**src/rtl/ifc_pkg.sv**
```systemverilog
// Operation
// - a request flag reads 1 while its request is pending, 0 otherwise.
// - acknowledging an interrupt clears that source's request flag.
// - mask flag 0 enables servicing, 1 disables it.
// - mask registers take bit, byte and group A word writes; reset to ffh.
// - in watchdog mode 1 the watchdog mask flag reads undefined.
// - port 0 output level changes set the matching external request flag.
// - priority registers select groups, take bit, byte and word writes; reset ffh.
// - rise and fall enable pair selects none, fall, rise or both edges.
// - edge enable registers hold bits 0 to 3, upper bits read 0, reset 00h.
// - port 4 config 000 is single-chip, 001 is falling edge detection.
// - port 4 config register takes bit and byte writes, resets to 00h.
// - status word holds global enable and service level; byte, bit, set, clear.
// - acknowledge or soft trap pushes status word and clears global enable.
// - maskable acknowledge copies the source priority flag into service level.
// - returns and pop restore the status word, push saves it; reset 02h.
// - global enable 1 permits maskable acknowledge, 0 blocks it.
// - service level 0 means high priority servicing in progress.
// - equal priority requests resolve by fixed default order, lowest index first.
package ifc_pkg;
   localparam int unsigned IFC_NSRC = 18;
   localparam logic [15:0] IFC_OFS_P4CFG = 16'hff47;
   localparam logic [15:0] IFC_OFS_RISE = 16'hff48;
   localparam logic [15:0] IFC_OFS_FALL = 16'hff49;
   localparam logic [15:0] IFC_OFS_REQ_AL = 16'hffe0;
   localparam logic [15:0] IFC_OFS_REQ_AH = 16'hffe1;
   localparam logic [15:0] IFC_OFS_REQ_B = 16'hffe2;
   localparam logic [15:0] IFC_OFS_MASK_AL = 16'hffe4;
   localparam logic [15:0] IFC_OFS_MASK_AH = 16'hffe5;
   localparam logic [15:0] IFC_OFS_MASK_B = 16'hffe6;
   localparam logic [15:0] IFC_OFS_PRIO_AL = 16'hffe8;
   localparam logic [15:0] IFC_OFS_PRIO_AH = 16'hffe9;
   localparam logic [15:0] IFC_OFS_PRIO_B = 16'hffea;
   localparam logic [15:0] IFC_OFS_PSW = 16'hfffe;
   localparam logic [15:0] IFC_OFS_BITOP = 16'hfff0;
   localparam logic [15:0] IFC_OFS_STATUS = 16'hfff4;
   localparam logic [15:0] IFC_OFS_CTRL = 16'hfff8;
   localparam logic [7:0] IFC_RST_MASK = 8'hff;
   localparam logic [7:0] IFC_RST_PRIO = 8'hff;
   localparam logic [7:0] IFC_RST_EDGE = 8'h00;
   localparam logic [7:0] IFC_RST_P4CFG = 8'h00;
   localparam logic [7:0] IFC_RST_PSW = 8'h02;
   localparam logic [7:0] IFC_EDGE_USED = 8'h0f;
   localparam logic [7:0] IFC_P4CFG_USED = 8'h07;
   localparam logic [2:0] IFC_P4_SINGLE = 3'h0;
   localparam logic [2:0] IFC_P4_FALL = 3'h1;
   localparam int unsigned IFC_PSW_IE = 7;
   localparam int unsigned IFC_PSW_ISP = 1;
   localparam int unsigned IFC_SRC_WDOG = 0;
   localparam int unsigned IFC_SRC_EXT0 = 1;
   localparam int unsigned IFC_SRC_KEY = 17;
   localparam logic [17:0] IFC_SRC_USED = 18'h3ffff;
   typedef enum logic [1:0] {
      IFC_BUS_IDLE = 2'b00,
      IFC_BUS_DATA = 2'b01
   } ifc_bus_e;
   typedef struct packed {
      logic valid;
      logic [4:0] src;
      logic prio;
   } ifc_ack_s;
   typedef struct packed {
      logic set_en;
      logic clr_en;
      logic trap;
      logic push;
      logic restore;
      logic [7:0] stack_data;
   } ifc_cpu_s;
endpackage : ifc_pkg

```
**src/rtl/ifc_ctrl.sv**
```systemverilog
// Decided for this implementation: the AHB-Lite slave port.
`timescale 1ns/10ps
module ifc_ctrl (
   input wire logic clk_in,
   input wire logic sys_rst_in,
   input wire logic hsel_in,
   input wire logic [31:0] haddr_in,
   input wire logic [1:0] htrans_in,
   input wire logic hwrite_in,
   input wire logic [2:0] hsize_in,
   input wire logic [31:0] hwdata_in,
   input wire logic hready_in,
   output logic [31:0] hrdata_out,
   output logic hreadyout_out,
   output logic hresp_out,
   input wire logic [17:0] src_event_in,
   input wire logic [3:0] external_irq_pin_in,
   input wire logic port4_fall_in,
   input wire logic wdog_mode1_in,
   input wire ifc_pkg::ifc_cpu_s cpu_in,
   input wire logic ack_take_in,
   output ifc_pkg::ifc_ack_s ack_out,
   output logic [7:0] cpu_status_word_out,
   output logic [7:0] status_push_out,
   output logic status_push_valid_out,
   output logic port4_fall_mode_out
);
   import ifc_pkg::*;

   logic [17:0] req;
   logic [17:0] mask;
   logic [17:0] prio;
   logic [7:0] rise_en;
   logic [7:0] fall_en;
   logic [7:0] port4_cfg;
   logic [7:0] cpu_status_word;
   logic [3:0] pin_q;
   logic port4_q;
   ifc_bus_e bus_st;
   logic [15:0] a_addr;
   logic a_write;
   logic [1:0] a_size;

   // which of the three byte registers an address hits; 3 means none
   function automatic logic [1:0] slot_reg(input logic [15:0] addr, input logic [15:0] base_al,
                                           input logic [15:0] base_b);
      logic [1:0] w;
      w = 2'd3;
      if (addr == base_al) begin
         w = 2'd0;
      end else if (addr == base_al + 16'h0001) begin
         w = 2'd1;
      end else if (addr == base_b) begin
         w = 2'd2;
      end
      return w;
   endfunction : slot_reg

   // register bit to source index (default priority); 5'h1f marks a slot with no flag,
   // since the high group A byte skips bit 2 and group B holds only three flags
   function automatic logic [4:0] slot_src(input logic [1:0] which, input logic [2:0] pos);
      logic [4:0] s;
      s = 5'h1f;
      case (which)
         2'd0: begin
            s = {2'b00, pos};
         end
         2'd1: begin
            if (pos < 3'd2) begin
               s = 5'd8 + 5'(pos);
            end else if (pos > 3'd2) begin
               s = 5'd7 + 5'(pos);
            end
         end
         2'd2: begin
            if (pos < 3'd3) begin
               s = 5'd15 + 5'(pos);
            end
         end
         default: begin
            s = 5'h1f;
         end
      endcase
      return s;
   endfunction : slot_src

   function automatic logic [17:0] wr_bits(input logic [17:0] cur, input logic [15:0] addr,
                                           input logic [1:0] size, input logic [31:0] d,
                                           input logic [15:0] base_al, input logic [15:0] base_b);
      logic [17:0] r;
      logic [4:0] s;
      logic [1:0] which;
      r = cur;
      which = slot_reg(addr, base_al, base_b);
      for (int b = 0; b < 8; b++) begin
         s = slot_src(which, 3'(b));
         if (s != 5'h1f) begin
            r[s] = d[b];
         end
         s = slot_src(2'd1, 3'(b));
         if (s != 5'h1f && which == 2'd0 && size != 2'd0) begin
            r[s] = d[8 + b];
         end
      end
      return r;
   endfunction : wr_bits

   function automatic logic [7:0] rd_bits(input logic [17:0] v, input logic [15:0] addr,
                                          input logic [15:0] base_al, input logic [15:0] base_b,
                                          input logic [7:0] pad);
      logic [7:0] r;
      logic [4:0] s;
      logic [1:0] which;
      r = 8'h00;
      which = slot_reg(addr, base_al, base_b);
      for (int b = 0; b < 8; b++) begin
         s = slot_src(which, 3'(b));
         if (s != 5'h1f) begin
            r[b] = v[s];
         end else if (which != 2'd3) begin
            r[b] = pad[b];
         end
      end
      return r;
   endfunction : rd_bits

   // no byte lane steering: byte data always sits on bits 7:0 whatever the address, the high group A byte on bits 15:8 of a word
   wire logic data_ph = (bus_st == IFC_BUS_DATA);
   wire logic wr_now = data_ph && a_write;
   wire logic [31:0] wdat = hwdata_in;
   wire logic bitop_wr = wr_now && (a_addr == IFC_OFS_BITOP);
   wire logic [15:0] bit_addr = {8'hff, wdat[15:8]};
   wire logic [2:0] bit_pos = wdat[2:0];
   wire logic bit_val = wdat[3];
   wire logic bit_clr_req = bitop_wr && !bit_val;
   wire logic [4:0] req_slot = slot_src(slot_reg(bit_addr, IFC_OFS_REQ_AL, IFC_OFS_REQ_B), bit_pos);
   wire logic [4:0] mask_slot = slot_src(slot_reg(bit_addr, IFC_OFS_MASK_AL, IFC_OFS_MASK_B), bit_pos);
   wire logic [4:0] prio_slot = slot_src(slot_reg(bit_addr, IFC_OFS_PRIO_AL, IFC_OFS_PRIO_B), bit_pos);

   always_ff @(posedge clk_in or posedge sys_rst_in) begin
      if (sys_rst_in) begin
         bus_st <= IFC_BUS_IDLE;
         a_addr <= 16'h0000;
         a_write <= 1'b0;
         a_size <= 2'd0;
      end else begin
         if (hsel_in && hready_in && htrans_in[1]) begin
            bus_st <= IFC_BUS_DATA;
            a_addr <= haddr_in[15:0];
            a_write <= hwrite_in;
            a_size <= hsize_in[1:0];
         end else begin
            bus_st <= IFC_BUS_IDLE;
         end
      end
   end

   // edge detect on external pins; pins are taken as synchronous
   logic [3:0] rise_hit;
   logic [3:0] fall_hit;
   logic [17:0] hw_set;
   always_comb begin
      rise_hit = external_irq_pin_in & ~pin_q & rise_en[3:0];
      fall_hit = ~external_irq_pin_in & pin_q & fall_en[3:0];
      hw_set = src_event_in & IFC_SRC_USED;
      hw_set[IFC_SRC_EXT0 +: 4] = rise_hit | fall_hit;
      hw_set[IFC_SRC_KEY] = (port4_cfg[2:0] == IFC_P4_FALL) && port4_q && !port4_fall_in;
   end

   always_ff @(posedge clk_in or posedge sys_rst_in) begin
      if (sys_rst_in) begin
         pin_q <= 4'h0;
         port4_q <= 1'b0;
      end else begin
         pin_q <= external_irq_pin_in;
         port4_q <= port4_fall_in;
      end
   end

   // request flags: acknowledge and software clears lose to a same-cycle set
   logic [17:0] next_req;
   always_comb begin
      next_req = req;
      if (wr_now) begin
         next_req = wr_bits(req, a_addr, a_size, wdat, IFC_OFS_REQ_AL, IFC_OFS_REQ_B);
      end
      if (bitop_wr && req_slot != 5'h1f) begin
         next_req[req_slot] = bit_val;
      end
      if (ack_take_in && ack_out.valid) begin
         next_req[ack_out.src] = 1'b0;
      end
      next_req = (next_req | hw_set) & IFC_SRC_USED;
   end

   always_ff @(posedge clk_in or posedge sys_rst_in) begin
      if (sys_rst_in) begin
         req <= 18'h00000;
      end else begin
         req <= next_req;
      end
   end

   always_ff @(posedge clk_in or posedge sys_rst_in) begin
      if (sys_rst_in) begin
         mask <= {IFC_RST_MASK[1:0], IFC_RST_MASK, IFC_RST_MASK};
         prio <= {IFC_RST_PRIO[1:0], IFC_RST_PRIO, IFC_RST_PRIO};
      end else begin
         if (wr_now && !bitop_wr) begin
            mask <= wr_bits(mask, a_addr, a_size, wdat, IFC_OFS_MASK_AL, IFC_OFS_MASK_B);
            prio <= wr_bits(prio, a_addr, a_size, wdat, IFC_OFS_PRIO_AL, IFC_OFS_PRIO_B);
         end else if (bitop_wr && mask_slot != 5'h1f) begin
            mask[mask_slot] <= bit_val;
         end else if (bitop_wr && prio_slot != 5'h1f) begin
            prio[prio_slot] <= bit_val;
         end
      end
   end

   always_ff @(posedge clk_in or posedge sys_rst_in) begin
      if (sys_rst_in) begin
         rise_en <= IFC_RST_EDGE;
         fall_en <= IFC_RST_EDGE;
         port4_cfg <= IFC_RST_P4CFG;
      end else if (wr_now && !bitop_wr) begin
         if (a_addr == IFC_OFS_RISE) rise_en <= wdat[7:0] & IFC_EDGE_USED;
         if (a_addr == IFC_OFS_FALL) fall_en <= wdat[7:0] & IFC_EDGE_USED;
         if (a_addr == IFC_OFS_P4CFG) port4_cfg <= wdat[7:0] & IFC_P4CFG_USED;
      end else if (bitop_wr) begin
         if (bit_addr == IFC_OFS_RISE && bit_pos < 3'd4) rise_en[bit_pos] <= bit_val;
         if (bit_addr == IFC_OFS_FALL && bit_pos < 3'd4) fall_en[bit_pos] <= bit_val;
         if (bit_addr == IFC_OFS_P4CFG && bit_pos < 3'd3) port4_cfg[bit_pos] <= bit_val;
      end
   end

   // selection: unmasked pending; high group (prio 0) first, then lowest index
   ifc_ack_s next_ack;
   always_comb begin
      logic [17:0] cand;
      logic have_hi;
      cand = req & ~mask;
      have_hi = |(cand & ~prio);
      next_ack = '0;
      for (int i = IFC_NSRC - 1; i >= 0; i--) begin
         if (cand[i] && (!have_hi || !prio[i])) begin
            next_ack.valid = 1'b1;
            next_ack.src = 5'(i);
            next_ack.prio = prio[i];
         end
      end
      // blocked while disabled or while a higher level is in service
      if (!cpu_status_word[IFC_PSW_IE] || (!cpu_status_word[IFC_PSW_ISP] && next_ack.prio)) begin
         next_ack.valid = 1'b0;
      end
      if (ack_take_in && ack_out.valid) begin
         next_ack.valid = 1'b0;
      end
   end

   always_ff @(posedge clk_in or posedge sys_rst_in) begin
      if (sys_rst_in) begin
         ack_out <= '0;
      end else begin
         ack_out <= next_ack;
      end
   end

   // status word
   logic take;
   assign take = ack_take_in && ack_out.valid;
   always_ff @(posedge clk_in or posedge sys_rst_in) begin
      if (sys_rst_in) begin
         cpu_status_word <= IFC_RST_PSW;
         status_push_out <= 8'h00;
         status_push_valid_out <= 1'b0;
      end else begin
         status_push_valid_out <= take || cpu_in.trap || cpu_in.push;
         status_push_out <= cpu_status_word;
         if (take || cpu_in.trap) begin
            cpu_status_word[IFC_PSW_IE] <= 1'b0;
            if (take) cpu_status_word[IFC_PSW_ISP] <= ack_out.prio;
         end else if (cpu_in.restore) begin
            cpu_status_word <= cpu_in.stack_data;
         end else if (cpu_in.set_en) begin
            cpu_status_word[IFC_PSW_IE] <= 1'b1;
         end else if (cpu_in.clr_en) begin
            cpu_status_word[IFC_PSW_IE] <= 1'b0;
         end else if (wr_now && a_addr == IFC_OFS_PSW) begin
            cpu_status_word <= wdat[7:0];
         end else if (bitop_wr && bit_addr == IFC_OFS_PSW) begin
            cpu_status_word[bit_pos] <= bit_val;
         end
      end
   end

   always_ff @(posedge clk_in or posedge sys_rst_in) begin
      if (sys_rst_in) begin
         cpu_status_word_out <= IFC_RST_PSW;
         port4_fall_mode_out <= 1'b0;
      end else begin
         cpu_status_word_out <= cpu_status_word;
         port4_fall_mode_out <= (port4_cfg[2:0] == IFC_P4_FALL);
      end
   end

   // read data registered at the end of the data phase, after one wait state with hreadyout low
   logic [7:0] rd;
   always_comb begin
      rd = rd_bits(req, a_addr, IFC_OFS_REQ_AL, IFC_OFS_REQ_B, 8'h00)
         | rd_bits(prio, a_addr, IFC_OFS_PRIO_AL, IFC_OFS_PRIO_B, 8'hff);
      if (a_addr == IFC_OFS_MASK_AL || a_addr == IFC_OFS_MASK_AH || a_addr == IFC_OFS_MASK_B) begin
         rd = rd_bits(mask, a_addr, IFC_OFS_MASK_AL, IFC_OFS_MASK_B, 8'hff);
         // watchdog mask reads as 0 in mode 1, a value software must not trust
         if (a_addr == IFC_OFS_MASK_AL && wdog_mode1_in) rd[IFC_SRC_WDOG] = 1'b0;
      end
      if (a_addr == IFC_OFS_RISE) rd = rise_en;
      if (a_addr == IFC_OFS_FALL) rd = fall_en;
      if (a_addr == IFC_OFS_P4CFG) rd = port4_cfg;
      if (a_addr == IFC_OFS_PSW) rd = cpu_status_word;
   end

   logic [31:0] hr;
   always_comb begin
      hr = {24'h000000, rd};
      if (a_size != 2'd0 && a_addr == IFC_OFS_MASK_AL) begin
         hr = {16'h0000, rd_bits(mask, IFC_OFS_MASK_AH, IFC_OFS_MASK_AL, IFC_OFS_MASK_B, 8'hff), rd};
      end
      if (a_size != 2'd0 && a_addr == IFC_OFS_PRIO_AL) begin
         hr = {16'h0000, rd_bits(prio, IFC_OFS_PRIO_AH, IFC_OFS_PRIO_AL, IFC_OFS_PRIO_B, 8'hff), rd};
      end
      if (a_size != 2'd0 && a_addr == IFC_OFS_REQ_AL) begin
         hr = {16'h0000, rd_bits(req, IFC_OFS_REQ_AH, IFC_OFS_REQ_AL, IFC_OFS_REQ_B, 8'h00), rd};
      end
      if (a_addr == IFC_OFS_STATUS) hr = {14'h0000, req};
   end

   always_ff @(posedge clk_in or posedge sys_rst_in) begin
      if (sys_rst_in) begin
         hrdata_out <= 32'h00000000;
         hreadyout_out <= 1'b1;
         hresp_out <= 1'b0;
      end else begin
         hrdata_out <= 32'h00000000;
         hreadyout_out <= 1'b1;
         hresp_out <= 1'b0;
         if (hsel_in && hready_in && htrans_in[1] && !hwrite_in) begin
            hreadyout_out <= 1'b0;
         end
         if (data_ph && !a_write) begin
            hrdata_out <= hr;
         end
      end
   end

   AST_ACK_CLEARS: assert property (@(posedge clk_in) disable iff (sys_rst_in)
      (take && !hw_set[ack_out.src]) |=> !req[$past(ack_out.src)]) else $error("ack did not clear flag");
   AST_SET_WINS: assert property (@(posedge clk_in) disable iff (sys_rst_in)
      (bit_clr_req && req_slot != 5'h1f && hw_set[req_slot]) |=> req[$past(req_slot)]) else $error("set lost to clear");
   AST_IE_CLR: assert property (@(posedge clk_in) disable iff (sys_rst_in)
      (take || cpu_in.trap) |=> !cpu_status_word[IFC_PSW_IE]) else $error("global enable not cleared");
   AST_ISP_COPY: assert property (@(posedge clk_in) disable iff (sys_rst_in)
      take |=> cpu_status_word[IFC_PSW_ISP] == $past(ack_out.prio)) else $error("service level not copied");
   AST_IE_GATE: assert property (@(posedge clk_in) disable iff (sys_rst_in)
      ack_out.valid |-> $past(cpu_status_word[IFC_PSW_IE])) else $error("ack while disabled");
   AST_MASK_GATE: assert property (@(posedge clk_in) disable iff (sys_rst_in)
      ack_out.valid |-> !$past(mask[next_ack.src])) else $error("masked source offered");
   AST_EDGE_HI: assert property (@(posedge clk_in) disable iff (sys_rst_in)
      (rise_en[0] && $rose(external_irq_pin_in[0])) |=> req[IFC_SRC_EXT0]) else $error("rise missed");
   AST_EDGE_UPPER: assert property (@(posedge clk_in) disable iff (sys_rst_in)
      rise_en[7:4] == 4'h0 && fall_en[7:4] == 4'h0) else $error("edge upper bits set");
endmodule : ifc_ctrl

```
**config.mk**
```make
export PLATFORM = sky130hd
export DESIGN_NAME = ifc_ctrl
export DESIGN_NICKNAME = d
export VERILOG_FILES = /design/src/rtl/ifc_pkg.sv /design/src/rtl/ifc_ctrl.sv
export SDC_FILE = /design/constraint.sdc
export NUM_CORES = 1
export LEC_CHECK = 0
export BUFFER_PORTS_ARGS = -buffer_cell sky130_fd_sc_hd__buf_4
export CAP_MARGIN = 15
export CORE_MARGIN = 4
export CORE_UTILIZATION = 30
export CTS_CLUSTER_SIZE = 16
export DETAILED_ROUTE_END_ITERATION = 8
export GPL_TIMING_DRIVEN = 0
export PLACE_DENSITY = 0.53
export SYNTH_ARGS = -nofsm -noshare
export SYNTH_HDL_FRONTEND = slang
export SYNTH_SLANG_ARGS = --single-unit
```
**constraint.sdc**
```tcl
create_clock -name clk_in -period 7.1 [get_ports clk_in]
set_input_delay 1.42 -clock clk_in [delete_from_list [all_inputs] [get_ports clk_in]]
set_output_delay 1.42 -clock clk_in [all_outputs]
set_load 0.005 [all_outputs]
```
# Word-level counts from Yosys, hierarchy flattened
# Cells that the tools add are included.
# totals
register_bits	170
in_bits	112
# op_classes
add_sub_neg	3
order_cmp	142
eq_ne	158
n_mux	624
bitwise_logic	16
reduce_logical	211
# op_table
cell	n
2-to-1 mux 18 bit	101
bitwise mux 18 bit	51
less-than comparator 5 x 6 -> 1 bit, second input constant	92
one-hot mux 5 bit (2 select lines)	54
inequality test 5 bit, second input constant	91
2-to-1 mux 5 bit	75
one-hot mux 5 bit (3 select lines)	21
binary-select mux 1 bit (select 5 bit)	48
== test 16 bit, second input constant	15
demux 1 bit (select 5 bit)	44
greater-or-equal comparator 5 x 1 -> 1 bit, second input constant	44
2-to-1 mux 1 bit	161
2-to-1 mux 8 bit	20
2-to-1 mux 7 bit	20
logical AND 1 bit	134
2-to-1 mux 32 bit	4
== test 8 bit, second input constant	10
bitwise AND 18 bit	3
inverter 18 bit	3
2-to-1 mux 2 bit	19
bitwise mux 8 bit	4
== test 2 x 1 -> 1 bit, second input constant	13
logical NOT 1 bit	25
== test 2 bit, second input constant	12
other kinds (30)	90

# Longest topological paths before layout
# depth
depth_word	65
depth_mapped	14

# Worst setup path after synthesis
# No wires, ideal clock.
# synth_path
kind	input to register
from	in hwdata_in[1]
to	reg prio[1]
setup_ns	0.082
arrival_ns	3.759
required_ns	7.018
slack_ns	3.259
stages	13
path_buffers	3
path_cell_list	buf_4 inv_1 buf_2 ha_1 ha_1 nor2b_1 o21ai_0 a21oi_1 o21a_1 buf_1 nand4_1 a21oi_1 mux2_2
# synth_between
elab_chain_cells	42
elab_cells_between_ends	68
cone_classes	add/sub (3); order compare (5); eq/ne (3); mux (52); reduce/logical (5)
# synth_lines
item	line_no	rtl
start, declared	ifc_ctrl.sv:11	input wire logic [31:0] hwdata_in,
bitwise mux 18 bit	ifc_ctrl.sv:98	r[s] = d[b];
2-to-1 mux 18 bit	ifc_ctrl.sv:97	if (s != 5'h1f) begin
2-to-1 mux 18 bit	ifc_ctrl.sv:209	if (wr_now && !bitop_wr) begin
bitwise mux 18 bit	ifc_ctrl.sv:102	r[s] = d[8 + b];
2-to-1 mux 18 bit	ifc_ctrl.sv:101	if (s != 5'h1f && which == 2'd0 && size != 2'd0) begin
2-to-1 mux 18 bit	ifc_ctrl.sv:209	
bitwise mux 18 bit	ifc_ctrl.sv:98	
2-to-1 mux 18 bit	ifc_ctrl.sv:97	
[26 not listed]	-	
2-to-1 mux 18 bit	ifc_ctrl.sv:101	
2-to-1 mux 18 bit	ifc_ctrl.sv:209	
bitwise mux 18 bit	ifc_ctrl.sv:98	
2-to-1 mux 18 bit	ifc_ctrl.sv:97	
2-to-1 mux 18 bit	ifc_ctrl.sv:209	
bitwise mux 18 bit	ifc_ctrl.sv:102	
2-to-1 mux 18 bit	ifc_ctrl.sv:101	
2-to-1 mux 18 bit	ifc_ctrl.sv:209	
end signal, assigned	ifc_ctrl.sv:207	prio <= {IFC_RST_PRIO[1:0], IFC_RST_PRIO, IFC_RST_PRIO};
end signal, assigned	ifc_ctrl.sv:211	prio <= wr_bits(prio, a_addr, a_size, wdat, IFC_OFS_PRIO_AL, IFC_OFS_PRIO_B);
end signal, assigned by index	ifc_ctrl.sv:215	prio[prio_slot] <= bit_val;
end, declared	ifc_ctrl.sv:32	logic [17:0] prio;
# Several ways; a longest one is shown, not always the timed one. The select of a mux whose other input is x is not followed.
# A chain may end at the register's enable or synchronous reset.

# Worst setup path in the final report
# layout_path
from	in hwdata_in[1]
to	reg mask[3]
# layout_between
elab_chain_cells	42
elab_cells_between_ends	62
cone_classes	add/sub (3); order compare (5); eq/ne (1); mux (50); reduce/logical (3)
# layout_lines
item	line_no	rtl
bitwise mux 18 bit	ifc_ctrl.sv:98	
2-to-1 mux 18 bit	ifc_ctrl.sv:97	
2-to-1 mux 18 bit	ifc_ctrl.sv:209	
bitwise mux 18 bit	ifc_ctrl.sv:102	
2-to-1 mux 18 bit	ifc_ctrl.sv:101	
2-to-1 mux 18 bit	ifc_ctrl.sv:209	
bitwise mux 18 bit	ifc_ctrl.sv:98	
2-to-1 mux 18 bit	ifc_ctrl.sv:97	
[26 not listed]	-	
2-to-1 mux 18 bit	ifc_ctrl.sv:101	
2-to-1 mux 18 bit	ifc_ctrl.sv:209	
bitwise mux 18 bit	ifc_ctrl.sv:98	
2-to-1 mux 18 bit	ifc_ctrl.sv:97	
2-to-1 mux 18 bit	ifc_ctrl.sv:209	
bitwise mux 18 bit	ifc_ctrl.sv:102	
2-to-1 mux 18 bit	ifc_ctrl.sv:101	
2-to-1 mux 18 bit	ifc_ctrl.sv:209	
end signal, assigned	ifc_ctrl.sv:206	mask <= {IFC_RST_MASK[1:0], IFC_RST_MASK, IFC_RST_MASK};
end signal, assigned	ifc_ctrl.sv:210	mask <= wr_bits(mask, a_addr, a_size, wdat, IFC_OFS_MASK_AL, IFC_OFS_MASK_B);
end signal, assigned by index	ifc_ctrl.sv:213	mask[mask_slot] <= bit_val;
end, declared	ifc_ctrl.sv:31	logic [17:0] mask;
# Several ways; a longest one is shown, not always the timed one. The select of a mux whose other input is x is not followed.

==> parameters.txt <==
Parameter                              Value

Status
  Outcome ... finished clean

Routing
  Vias post-DR ... 11270
  Post-route DRC ... 0
  Via-per-instance ratio ... ~6
  Count of TritonRoute iterations in the first routing pass ... 6
  Iteration-0 DRC count of the detailed router ... between 1000 and 1500
  Total Wirelength ... around 51000 um
  Count of nets left with antenna violations after detail routing ... 0
  Routed wire per std cell ... around 27 um

Floorplan
  Die outline width ... slightly below 200 um
  Num rows ... between 60 and 70
  Area of the core ... approximately 36000 um^2
  I/O pin count ... between 150 and 200
  Area enclosed by the die boundary ... slightly below 40000 um^2
  Y dimension of the die ... ~200 um
  Initial core utilization ... 0.3047

CTS
  Bufs on Longest Clock Path ... 2
  H-tree levels ... 4
  CTS tree ... done
  Hold Buf Count CTS ... 0
  Clock Pin Slew Worst Setup and Hold Paths ... approximately 0.07 ns
  Sinks on the clock net ... roughly 150
  Count of cells resized by post-cts repair ... 0
  Master cell of the clock root buffer ... clkbuf_16
  Clock network latency to the later pin of the worst-skew pair ... between 0.4 and 0.5 ns
  Cts bufs inserted ... 17
  Number of setup buffers added after CTS ... 0

Synthesis
  Cell taking the most area after synthesis ... dfrtp_1
  Most common cell in the synthesized netlist ... nor2_1
  Ys flop type ... dfrtp_1
  Flip-flop and latch count after synthesis ... roughly 150
  Yosys top cell area share ... 0.2511
  Post-synthesis sequential area ratio ... 0.3454
  Synthesized area per cell ... a little under 9 um^2
  Syn Inst Count ... between 1000 and 1500
  Yosys warning total ... 0
  Synth top area cells ... dfrtp_1 25%, dfstp_2 9.4%, o21ai_0 4.2%, nor2_1 4.0%, a21oi_1 3.9%
  Post-Syn Area ... between 10000 and 15000 um^2
  Asr flop ratio synth ... 1.000
  Post-synth EDFFs ... 0
  Leading post-synthesis cells by instance count ... 115 x nor2_1, 109 x dfrtp_1, 91 x o21ai_0, 84 x a21oi_1, 82 x nand2_1
  Number of distinct library cells after synthesis ... roughly 110

STA
  Setup violators final ... 0
  Setup repair after global routing missed its margin ... false
  Final hold violation count ... 0
  Max_slew headroom ... 0.2968
  Final worst-path cycle share ... 0.6005
  Final period demand of the worst path ... roughly 4.3 ns
  Transition time of the tightest slew-check pin ... approximately 1.0 ns
  Largest clock skew in the final design ... around 0.012 ns
  Max Fclk ... 0.2346 GHz
  Number of max-slew violations in the final report ... 0
  Final WS setup ... 2.837 ns

Power
  Cell internal power dissipation ... approximately 1.8 mW
  Proportion of power drawn by combinational gates ... 0.242
  Largest voltage drop on the vdd net ... around 0.18 mV
  Leakage power ... 5.013 nW
  Switching part of the total ... 0.3450
  Clock Power Share ... 0.358
  Sw Pwr ... 0.9350 mW
  Proportion of power drawn by flip-flops and latches ... 0.401
  Power per cell area ... around 210 nW/um^2

Placed design
  GPL Wtd Cong ... 0.9854
  Placed Cells ... 1836
  Worst setup slack before clock tree synthesis ... between 2 and 2.5 ns
  Number of input and output port buffers inserted ... around 110
  Estimated wirelength of the detail-placed design ... between 30000 and 40000 um

Layout
  Footprint of the multi-input gates ... 6535 um^2
  Non-filler cells in the finished layout ... around 1900
  Sequential cell area in the final layout ... approximately 3800 um^2
  Signed area change from the synthesized netlist to the final layout ... 19.56%
  Nets@finish ... 1510
  Fill cell instance count of the final layout ... around 3700
  Share of final-layout standard cells stronger than drive strength 1 ... 0.2488

Global routing
  Global-route wire length before repair ... 72930 um
  Pin count of the biggest net entering global routing ... 91
  All-Layer GR Usage ... 0.2535
  Via count of the first global-routing pass ... roughly 11000
  Total grt overflow ... 0
  Initial antenna violation count ... 0

Worst hold path
  Worst hold path type ... register to register

Worst setup path
  Peak fanout along the critical path ... 10
  CP Capture Type ... register
  Arrival time of data at the critical path endpoint ... roughly 4.7 ns
  Crit path required time ... about 7.5 ns
  Critical setup path kind ... input pin to register
  Reg-to-reg slack, setup ... 3.72 ns
  Startpoint type of the worst setup path ... input pin

Run
  Max-cap viol count ... 0
[final cells by class]
cell class / count / share of cell area
Clock buffer: 18 / 0.03304
Timing Repair Buffer: 116 / 0.06839
Multi-Input combinational cell: 988 / 0.5031
Tap cell: 461 / 0.04441
Clock inverter: 13 / 0.01310
Buffer: 96 / 0.04036
Antenna cell: 1 / 0.0001927
Sequential cell: 148 / 0.2889
Inverter: 28 / 0.008477
[path summary, 6_finish.rpt]
| path | startpoint | end | depth (start not counted) |
|---|---|---|---|
| setup / recovery | hwdata_in[1] | mask[3] | 11 |
| hold / removal | cpu_status_word[2] | status_push_out[2] | 0 |
| setup reg to reg | a_write | port4_cfg[7] | 6 |
| hold reg to reg | cpu_status_word[2] | status_push_out[2] | 0 |
| max in group asynchronous | sys_rst_in | rise_en[3] | 3 |
| min in group asynchronous | sys_rst_in | hrdata_out[13] | 2 |
[layer usage]
layer / track usage / share of wire / wire (um) / vias up
li1: - / - / - / 5010
met2: 0.3867 / 0.45 / 23020 / 563
met4: 0.1012 / 0.035 / 1760 / 0
met3: 0.05394 / 0.090 / 4597 / 79
met5: 0 / 0 / 0 / -
met1: 0.3511 / 0.42 / 21450 / 5614
[registers in the layout (all words and copies together) (netlist names)]
signal,flops
ack_out,7
cpu_status_word_out,7
mask,18
status_push_out,2
cpu_status_word,8
prio,18
rise_en,8
pin_q,4
port4_fall_mode_out,1
status_push_valid_out,1
port4_cfg,8
port4_q,1
hrdata_out,18
a_addr,16
req,18
a_size,2
bus_st,1
hreadyout_out,1
a_write,1
fall_en,8
[power groups by stage]
stage,Clock [mW],Combinational [mW],Sequential (mW)
after floorplan,0,0.409,1.03
after global placement,0,0.640,1.09
after detailed placement,0,0.644,1.09
after CTS,0.985,0.647,1.08
after global routing,1.01,0.706,1.09
final,0.970,0.655,1.09
[through the flow]
stage / hold slack (ns) / power [mW] / TNS, ns / utilization / area, um^2
2_1_floorplan: 0.3675 / 1.438 / 0 / - / 10920
3_3_place_gp: 0.4195 / 1.732 / -39.96 / 0.3464 / 12350
3_5_place_dp: 0.4183 / 1.738 / 0 / 0.3473 / 12380
4_1_cts: 0.4320 / 2.711 / 0 / 0.3641 / 12980
5_1_grt: 0.4304 / 2.811 / 0 / 0.3642 / 12990
6_report: 0.4274 / 2.710 / 0 / 0.3643 / 12990
[cell families after synthesis]
group                      share of synthesized area
other                                      0.0003452
DFF                                           0.3454
AOI/OAI and AO/OA                             0.2634
xor gates and xnor gates                   0.0008063
and+or+nand+nor                               0.2512
adders and majority gates                   0.003455
buffers and inverters                        0.05793
muxes                                        0.07751
[worst max-delay path, stage by stage]
cell	delay [ns]
buf_4	0.13
buf_4	0.19
inv_1	0.08
buf_2	0.22
ha_1	0.48
a311oi_2	0.22
o21a_1	0.31
a311oi_1	0.68
nor2_1	0.16
a21oi_1	0.38
mux2_1	0.37
[layout by cell type, fill, tap and decap left out, types with 22 or more instances in the layout]
cell type,netlist,layout
nand2_1,82,82
nor2_1,115,115
o22ai_1,25,25
a31oi_1,25,25
nand3_1,35,35
a21oi_1,84,84
nor3_1,33,33
inv_1,27,26
buf_2,23,24
dfstp_2,39,39
o21ai_0,91,91
clkbuf_1,33,34
mux2_2,33,33
nand2b_1,22,22
nand4_1,23,23
dfrtp_1,109,109
nor2b_1,23,23
buf_4,30,144
mux2i_1,38,38
Power figures use the tool's default switching activity.
